<file path="src/shared/otgst_defs.svh">
// Bit positions, reset values, codes and warm-up stages for the OTG ID and VBUS status block
`ifndef OTGST_DEFS_SVH
`define OTGST_DEFS_SVH

// Bit positions in the USB interrupt status byte
`define OTGST_USB_VBUS_BIT   3'd1
`define OTGST_USB_SOK_BIT    3'd2
`define OTGST_USB_SEND_BIT   3'd3
`define OTGST_USB_ID_GROUNDED_FLAG_BIT  3'd4
// Bit position in the carkit interrupt status byte
`define OTGST_CK_IDOPEN_BIT  3'd0

// ID resistor codes
`define OTGST_RID_GND        3'h0
`define OTGST_RID_75         3'h1
`define OTGST_RID_102K       3'h2
`define OTGST_RID_200K       3'h3
`define OTGST_RID_440K       3'h4
`define OTGST_RID_OPEN       3'h5

// Reset values
`define OTGST_RST_BYTE       8'h00
`define OTGST_RST_RID        3'h5

// Warm-up stages after reset: synchroniser filled, flags settled
`define OTGST_WARM_SAMPLED   2'd2
`define OTGST_WARM_DONE      2'd3

`endif

</file>
<file path="src/shared/otgst_pkg.sv">
// Types for the OTG ID and VBUS status block
package otgst_pkg;

	// Enables for the five watched flags
	typedef struct packed {
		logic id_open;
		logic id_gnd;
		logic sess_end;
		logic sess_ok;
		logic bus_ok;
	} otgst_flags_s;

	// Comparator and ID measurement inputs
	typedef struct packed {
		logic       bus_power_ok;
		logic       session_ok;
		logic       session_over;
		logic       id_low;
		logic       id_open;
		logic [2:0] rid_code;
	} otgst_sense_s;

	// Whole block state
	typedef struct packed {
		otgst_sense_s s1;
		otgst_sense_s s2;
		otgst_flags_s flags;
		logic [7:0]   usb_status;
		logic [7:0]   carkit_status;
		logic [2:0]   rid_code;
		logic         rid_valid;
		logic         event_pulse;
		logic         alt_int;
		logic [1:0]   warm;
	} otgst_state_s;

endpackage

</file>
<file path="src/logic/otgst_status.sv">
// OTG ID pin and VBUS comparator status and event logic
`timescale 1ns/1ps
`default_nettype none
`include "otgst_defs.svh"

module otgst_status
(
	// Clock and reset
	input  wire logic                   i_clk_sys,
	input  wire logic                   i_srst,
	// Analog comparator and converter pins
	input  wire otgst_pkg::otgst_sense_s i_sense,
	// Link controls
	input  wire logic                   i_id_bias_enable,
	input  wire logic                   i_sync_mode,
	input  wire logic                   i_host_mode,
	input  wire otgst_pkg::otgst_flags_s i_rise_enable,
	input  wire otgst_pkg::otgst_flags_s i_fall_enable,
	// Status toward the link
	output logic [7:0]                  o_usb_status,
	output logic [7:0]                  o_carkit_status,
	output logic [2:0]                  o_rid_code,
	output logic                        o_rid_valid,
	output logic                        o_event,
	output logic                        o_alt_int
);

	otgst_pkg::otgst_state_s st;
	otgst_pkg::otgst_state_s next_st;

	// Bus power flag straight from its comparator
	function automatic logic bus_flag
	(
		input otgst_pkg::otgst_sense_s s
	);
		return s.bus_power_ok;
	endfunction

	// Session-ok flag keeps reading with its events muted
	function automatic logic sess_ok_flag
	(
		input otgst_pkg::otgst_sense_s s
	);
		return s.session_ok;
	endfunction

	// Session-over comparator is off when both enables are clear
	function automatic logic sess_end_flag
	(
		input otgst_pkg::otgst_sense_s s,
		input otgst_pkg::otgst_flags_s re,
		input otgst_pkg::otgst_flags_s fe
	);
		return s.session_over & (re.sess_end | fe.sess_end);
	endfunction

	// ID-grounded flag reads 1 for a floating pin
	function automatic logic id_gnd_flag
	(
		input otgst_pkg::otgst_sense_s s
	);
		return ~s.id_low;
	endfunction

	// ID-open flag needs the bias pull-up
	function automatic logic id_open_flag
	(
		input otgst_pkg::otgst_sense_s s,
		input logic                    bias
	);
		return bias & s.id_open;
	endfunction

	// Flags as the link would read them, session-over gated by its enables and ID-open by the bias
	function automatic otgst_pkg::otgst_flags_s visible
	(
		input otgst_pkg::otgst_sense_s s,
		input otgst_pkg::otgst_flags_s re,
		input otgst_pkg::otgst_flags_s fe,
		input logic                    bias
	);
		otgst_pkg::otgst_flags_s f;
		f.bus_ok   = bus_flag(s);
		f.sess_ok  = sess_ok_flag(s);
		f.sess_end = sess_end_flag(s, re, fe);
		f.id_gnd   = id_gnd_flag(s);
		f.id_open  = id_open_flag(s, bias);
		return f;
	endfunction

	// Flags that went from 0 to 1 with their rise enable set
	function automatic otgst_pkg::otgst_flags_s rise_edges
	(
		input otgst_pkg::otgst_flags_s now_f,
		input otgst_pkg::otgst_flags_s was_f,
		input otgst_pkg::otgst_flags_s en
	);
		return now_f & ~was_f & en;
	endfunction

	// Flags that went from 1 to 0 with their fall enable set
	function automatic otgst_pkg::otgst_flags_s fall_edges
	(
		input otgst_pkg::otgst_flags_s now_f,
		input otgst_pkg::otgst_flags_s was_f,
		input otgst_pkg::otgst_flags_s en
	);
		return ~now_f & was_f & en;
	endfunction

	// ID-grounded edges report only in host mode, ID-open edges only with bias on
	function automatic otgst_pkg::otgst_flags_s report_gate
	(
		input otgst_pkg::otgst_flags_s raw,
		input logic                    host,
		input logic                    bias
	);
		otgst_pkg::otgst_flags_s g;
		g         = raw;
		g.id_gnd  = raw.id_gnd & host;
		g.id_open = raw.id_open & bias;
		return g;
	endfunction

	// USB status byte from the flags
	function automatic logic [7:0] usb_byte
	(
		input otgst_pkg::otgst_flags_s f
	);
		logic [7:0] b;
		b                         = `OTGST_RST_BYTE;
		b[`OTGST_USB_VBUS_BIT]    = f.bus_ok;
		b[`OTGST_USB_SOK_BIT]     = f.sess_ok;
		b[`OTGST_USB_SEND_BIT]    = f.sess_end;
		b[`OTGST_USB_ID_GROUNDED_FLAG_BIT]   = f.id_gnd;
		return b;
	endfunction

	// Carkit status byte from the flags
	function automatic logic [7:0] carkit_byte
	(
		input otgst_pkg::otgst_flags_s f
	);
		logic [7:0] b;
		b                         = `OTGST_RST_BYTE;
		b[`OTGST_CK_IDOPEN_BIT]   = f.id_open;
		return b;
	endfunction

	// Warm-up stage count, saturating once settled
	function automatic logic [1:0] warm_next
	(
		input logic [1:0] w
	);
		logic [1:0] n;
		n = w;
		if (w != `OTGST_WARM_DONE)
		begin
			n = w + 2'h1;
		end
		return n;
	endfunction

	// Synchroniser holds real pin samples from this stage on
	function automatic logic is_sampled
	(
		input logic [1:0] w
	);
		return (w == `OTGST_WARM_SAMPLED) | (w == `OTGST_WARM_DONE);
	endfunction

	// Flags held in state come from real pin samples
	function automatic logic is_settled
	(
		input logic [1:0] w
	);
		return w == `OTGST_WARM_DONE;
	endfunction

	// Any reported edge, once settled
	function automatic logic any_fire
	(
		input otgst_pkg::otgst_flags_s f,
		input logic                    ok
	);
		return ok & (|f);
	endfunction

	// ID-open edge marks the event as alternate
	function automatic logic alt_fire
	(
		input otgst_pkg::otgst_flags_s f,
		input logic                    ok
	);
		return ok & f.id_open;
	endfunction

	// Resistor code may be taken with bias off in synchronous mode
	function automatic logic rid_readable
	(
		input logic sync,
		input logic bias
	);
		return sync & ~bias;
	endfunction

	// Resistor code follows the pins only while it may be read
	function automatic logic [2:0] rid_next
	(
		input logic       capture,
		input logic [2:0] code,
		input logic [2:0] held
	);
		logic [2:0] r;
		r = held;
		if (capture)
		begin
			r = code;
		end
		return r;
	endfunction

	// Flag sets and warm-up stages of the current cycle
	otgst_pkg::otgst_flags_s cur_f;
	otgst_pkg::otgst_flags_s new_f;
	otgst_pkg::otgst_flags_s rise_hit;
	otgst_pkg::otgst_flags_s fall_hit;
	otgst_pkg::otgst_flags_s fire;
	logic                    settled;
	logic                    sampled;

	// Next state
	always_comb
	begin
		// Two-flop synchroniser on the analog pins
		next_st    = st;
		next_st.s1 = i_sense;
		next_st.s2 = st.s1;
		// Warm-up after reset keeps stale zero samples from making events
		sampled      = is_sampled(st.warm);
		settled      = is_settled(st.warm);
		next_st.warm = warm_next(st.warm);
		// Flags as the link reads them
		new_f         = visible(st.s2, i_rise_enable, i_fall_enable, i_id_bias_enable);
		cur_f         = st.flags;
		next_st.flags = new_f;
		// Edge events gated per flag and direction
		rise_hit = rise_edges(new_f, cur_f, i_rise_enable);
		fall_hit = fall_edges(new_f, cur_f, i_fall_enable);
		fire     = report_gate(rise_hit | fall_hit, i_host_mode, i_id_bias_enable);
		// One-cycle event pulses
		next_st.event_pulse = any_fire(fire, settled);
		next_st.alt_int     = alt_fire(fire, settled);
		// Status bytes
		next_st.usb_status    = usb_byte(new_f);
		next_st.carkit_status = carkit_byte(new_f);
		// Resistor code valid only with bias off and in synchronous mode
		next_st.rid_valid = rid_readable(i_sync_mode, i_id_bias_enable);
		next_st.rid_code  = rid_next(next_st.rid_valid & sampled, st.s2.rid_code, st.rid_code);
	end

	// State register
	always_ff @(posedge i_clk_sys)
	begin
		if (i_srst)
		begin
			// Statuses clear, resistor code reads open
			st <= '0;
			st.rid_code <= `OTGST_RST_RID;
		end
		else
		begin
			st <= next_st;
		end
	end

	// Status bytes straight from flops
	assign o_usb_status    = st.usb_status;
	assign o_carkit_status = st.carkit_status;

	// Resistor code straight from flops
	assign o_rid_code      = st.rid_code;
	assign o_rid_valid     = st.rid_valid;

	// Event pulses straight from flops
	assign o_event         = st.event_pulse;
	assign o_alt_int       = st.alt_int;

endmodule
`default_nettype wire

</file>
<file path="config.mk">
export PLATFORM = sky130hd
export DESIGN_NAME = otgst_status
export DESIGN_NICKNAME = d
export VERILOG_FILES = /design/src/shared/otgst_pkg.sv /design/src/logic/otgst_status.sv
export VERILOG_INCLUDE_DIRS = /design/src /design/src/shared
export SDC_FILE = /design/constraint.sdc
export NUM_CORES = 1
export LEC_CHECK = 0
export BUFFER_PORTS_ARGS = -buffer_cell sky130_fd_sc_hd__buf_4
export CAP_MARGIN = 30
export CORE_MARGIN = 1
export CORE_UTILIZATION = 30
export CTS_CLUSTER_DIAMETER = 80
export DETAILED_ROUTE_END_ITERATION = 12
export PLACE_DENSITY_LB_ADDON = 0.12
export SLEW_MARGIN = 20
export SYNTH_ARGS = -nofsm -noshare
export SYNTH_HDL_FRONTEND = slang
export SYNTH_SLANG_ARGS = --single-unit
</file>
<file path="constraint.sdc">
create_clock -name i_clk_sys -period 3.1 [get_ports i_clk_sys]
set_input_delay 0.155 -clock i_clk_sys [delete_from_list [all_inputs] [get_ports i_clk_sys]]
set_output_delay 0.155 -clock i_clk_sys [all_outputs]
set_load 0.01 [all_outputs]
</file>
## After elaboration in Yosys (flattened, before gate mapping)

Index checks and enable logic that the tools add are counted.
W data, S select, Z words.

- Latch bits: 0
- Memory bits (read-only): 0
- Memories: 0
- Input bits: 23
- Register bits: 44
- Output and inout bits: 22
- Word-level logic and storage cells: 49
- RAM bits: 0

- Equality and inequality tests: 3
- Reduce and logical (&&, ||, !) cells: 1
- Bitwise gates (word level): 19
- Divide/modulo/power cells: 0
- Shift operators: 0
- $mul: 0
- Add/subtract/negate cells: 1
- Order comparisons: 0
- Muxes and demuxes: 0

Operator list:

| cell | number |
|---|---|
| $and A5 B5 Y5 | 4 |
| $not A5 Y5 | 2 |
| $and A1 B1 Y1 | 8 |
| $or A5 B5 Y5 | 1 |
| $reduce_or A5 Y1 | 1 |
| $eq A2 B2 Y1 const B | 2 |
| $add A2 B1 Y2 const B | 1 |
| $ne A2 B2 Y1 const B | 1 |
| $not A1 Y1 | 2 |
| $or A1 B1 Y1 | 2 |

## Logic depth before layout (Yosys ltp)

- Depth after elaboration: 9
- Gate-level depth with buffers: 6

## Least setup slack after synthesis

OpenSTA, ideal clock, no wires.

- Path kind: register to register
- From: register st[0] (netlist name)
- To: register st (netlist bit o_rid_code[0])
- Stages on the path, launching flop included: 6
- Library setup time: 120 ps
- Period minus slack after synthesis: 1199 ps
- Buffers on the path: 0
- Slack: 1901 ps
- Data arrival time: 1079 ps
- Path through: dfxtp_1 > ha_1 > nor2_2 > nor2_4 > nor2b_1 > a211o_1

- Word-level cells in the longest chain between the ends: 3

Ends and longest elaborated chain:

| element | line | RTL |
|---|---|---|
| from (decl) | otgst_status.sv:28 | `otgst_pkg::otgst_state_s st;` |
| from (signal assigned) | otgst_status.sv:273 | `st <= next_st;` |
| $eq A2 B2 Y1 (no source line) | -- |  |
| $or A1 B1 Y1 (*) | otgst_status.sv:169 | `` return (w == `OTGST_WARM_SAMPLED) \| (w == `OTGST_WARM_DONE); `` |
| $and A1 B1 Y1 (*) | otgst_status.sv:259 | `next_st.rid_code = rid_next(next_st.rid_valid & sampled, st.s2.rid_code, st.rid_code);` |

Every way passes the cells marked *; elsewhere a longest branch is shown, timed or not.
A chain may end at the register's enable or synchronous reset.

## Worst setup path after layout

- From: register st[0] (netlist name)
- To: register st (netlist bit o_rid_code[2])

The elaborated chain is that of the path after synthesis.

==> metrics <==
most common cell after layout, fill and taps aside=sky130_fd_sc_hd__buf_4; cell count of the worst reg-to-reg path=5; leak pwr=0.614 nW; area of the core=0.00344 mm^2; worst min-delay path class=primary input to flip-flop; Worst Path Required=3260 ps; Data arrival, critical path=1440 ps; area delta synth->final=24.0%; DRT Pass-1 Iters=5; max-capacitance violation count=0; TritonCTS clock tree=built; Clock Tree Buf Depth=2; mean post-synth cell area=a little under 10 um^2; HPWL reported at the end of detailed placement=1170 um; FF+latch count, synth=29; synthesized instance count=113; Routed WL per cell=8.84 um; via count of the first global-routing pass=approximately 670; minimum period implied by the final worst setup slack=1280 ps; chip height=approximately 63 um; Critical Path Sink=o_rid_code[2]; antenna violations before repair=0; setup slack of the worst register-to-register path=about 1800 ps; worst hold path stage count=2; final hold violations=0; post-synthesis sequential area ratio=a little over half; number of H-tree branching levels=2; remaining antenna violation count=0; Setup crit start kind=flip-flop; clock latency reported for the late side of the worst-skew pair=270 ps; RSZ-0062 raised after global routing=false; share of final-layout standard cells stronger than drive strength 1=30.3%; commonest non-fill, non-tap cells in the layout=33 x sky130_fd_sc_hd__buf_4, 29 x sky130_fd_sc_hd__dfxtp_1, 20 x sky130_fd_sc_hd__nor2b_1; Clk pin slew, worst setup/hold paths=60 ps; count of synthesis-stage warnings from yosys=0; Vias/cell=3.94; final standard cell utilization of the core=about two fifths; clock sink count=29; P per Cell Area=565 mW/mm^2; total grt overflow=0; cell area after synthesis=0.00112 mm^2; largest net degree at the start of global routing=29; Final Slew Violations=0; First DRT Iteration DRCs=19; endpoints failing setup=0; overall routing resource usage=9.52%; setup TNS after final layout=0 ps; maximum resistive drop on vdd=roughly 0.25 mV; timing-limited maximum frequency=a little under 0.8 GHz; Nets=166; clk_skew=4.88 ps; Site Rows=21; routed vias=740; Critical Path Sink Type=flip-flop; FF-to-FF End=o_rid_code[2]; post-CTS resize count=0; startpoint of the lowest-slack register-to-register path=st[0]; part of the cycle the worst path needs=41.3%; start-to-end type of the worst setup path=flip-flop to flip-flop; final weighted congestion in routability-driven placement=about 0.67; die area=0.00397 mm^2; final wirelength=between 1500 and 2000 um; clk root buf=sky130_fd_sc_hd__clkbuf_8; Boundary Pins=45; start point of the critical path=st[0]; starting density of the core=about 32%; number of I/O port buffers=33; worst-path maximum fanout=5; Die Span X=63.0 um; quantity of hold-fixing buffers added after cts=0; global-route wire length before repair=around 2800 um; number of clock buffers inserted by TritonCTS=5; post-CTS setup buffer count=0; number of antenna diodes=0; number of DRC violations after detailed routing=0; Yosys cell types=24; result of the run=finished clean
==> cells by family after synthesis <==
kind of cell | after synthesis | share of synthesized area (%)
flip-flops | 29 | 52.0
XOR/XNOR | 1 | 0.785
multiplexers | 1 | 0.897
AO/OA/AOI/OAI | 9 | 4.93
adder cells (fa/ha/maj) | 2 | 2.24
buffers and inverters | 23 | 14.5
AND/OR/NAND/NOR | 47 | 24.3
other | 1 | 0.336
==> worst min-delay path by stage <==
| stage | endpoint | start | slack (ps) |
|---|---|---|---|
| after detailed placement | next_st[30] | i_sense[1] | 370 |
| after CTS | next_st[30] | i_sense[1] | 80 |
| after global routing | next_st[30] | i_sense[1] | 80 |
| final | next_st[30] | i_sense[1] | 90 |
| after floorplan | o_carkit_status[0] | i_id_bias_enable | 280 |
| after global placement | next_st[35] | i_sense[6] | 370 |
==> per-layer routing <==
| metal | share of wire, % | track usage [%] | vias up |
|---|---|---|---|
| li1 | - | - | 382 |
| met1 | 42 | 10.3 | 315 |
| met2 | 46 | 13.8 | 38 |
| met3 | 9.7 | 5.84 | 5 |
| met4 | 2.4 | 6.10 | 0 |
| met5 | 0 | 0 | - |
==> state kept, by name (all words and copies together), names as in the netlist <==
name / count
cur_f: 1
o_rid_code: 3
o_carkit_status: 1
o_event: 1
next_st: 8
o_alt_int: 1
st: 8
new_f: 2
o_rid_valid: 1
o_usb_status: 3
==> cell type report <==
class,instances,area (um^2)
multi-input cells,71,412
clock inverters,2,10.0
inverters,1,3.75
repair buffers,33,248
flip-flops and latches,29,581
well taps,46,57.6
clock buffers,6,72.6
fillers,366,2060
==> where the power goes <==
part	switching (mW)	total, mW	internal, mW	leakage [nW]
combinational	0.0425	0.0908	0.0483	0.330
sequential	0.0106	0.405	0.394	0.239
clock	0.132	0.287	0.155	0.0450
total	0.185	0.782	0.597	0.614
==> stage by stage <==
stage	cells	power (mW)	area [um^2]	setup WS, ps	hold slack (ps)
5_1_grt	188	0.828	1380	1730	77.8
3_3_place_gp	180	0.500	1300	1870	371
4_1_cts	188	0.795	1380	1800	80.8
6_report	188	0.782	1380	1820	86.9
3_5_place_dp	180	0.503	1300	1810	372
2_1_floorplan	123	0.482	1150	1900	276
==> critical path, stage by stage, from the launching register on <==
cell and delay (ps):
sky130_fd_sc_hd__dfxtp_1 360, sky130_fd_sc_hd__ha_1 270, sky130_fd_sc_hd__nor2_2 80, sky130_fd_sc_hd__nor2_4 130
sky130_fd_sc_hd__nor2b_1 60, sky130_fd_sc_hd__a211o_1 250
==> synth_stat cells <==
cell | count | area (um^2)
sky130_fd_sc_hd__buf_2 | 3 | 15.0
sky130_fd_sc_hd__nor2_2 | 1 | 6.26
sky130_fd_sc_hd__inv_1 | 1 | 3.75
sky130_fd_sc_hd__a31oi_1 | 1 | 6.26
sky130_fd_sc_hd__conb_1 | 1 | 3.75
sky130_fd_sc_hd__ha_1 | 2 | 25.0
sky130_fd_sc_hd__a211o_1 | 2 | 17.5
sky130_fd_sc_hd__nor3b_1 | 2 | 15.0
sky130_fd_sc_hd__nand3b_1 | 3 | 22.5
sky130_fd_sc_hd__and3_1 | 1 | 6.26
sky130_fd_sc_hd__o21ai_0 | 4 | 20.0
sky130_fd_sc_hd__nor2_1 | 9 | 33.8
sky130_fd_sc_hd__dfxtp_1 | 29 | 581
sky130_fd_sc_hd__mux2i_1 | 1 | 10.0
sky130_fd_sc_hd__a21oi_1 | 1 | 5.00
sky130_fd_sc_hd__nand2_1 | 7 | 26.3
sky130_fd_sc_hd__buf_4 | 19 | 143
sky130_fd_sc_hd__nor2_4 | 1 | 11.3
sky130_fd_sc_hd__nor2b_1 | 20 | 125
sky130_fd_sc_hd__o22ai_1 | 1 | 6.26
sky130_fd_sc_hd__xor2_1 | 1 | 8.76
sky130_fd_sc_hd__nor3_1 | 1 | 5.00
sky130_fd_sc_hd__nand2b_4 | 1 | 13.8
sky130_fd_sc_hd__nand2b_1 | 1 | 6.26
No activity file was read; power rests on OpenSTA's default activity.
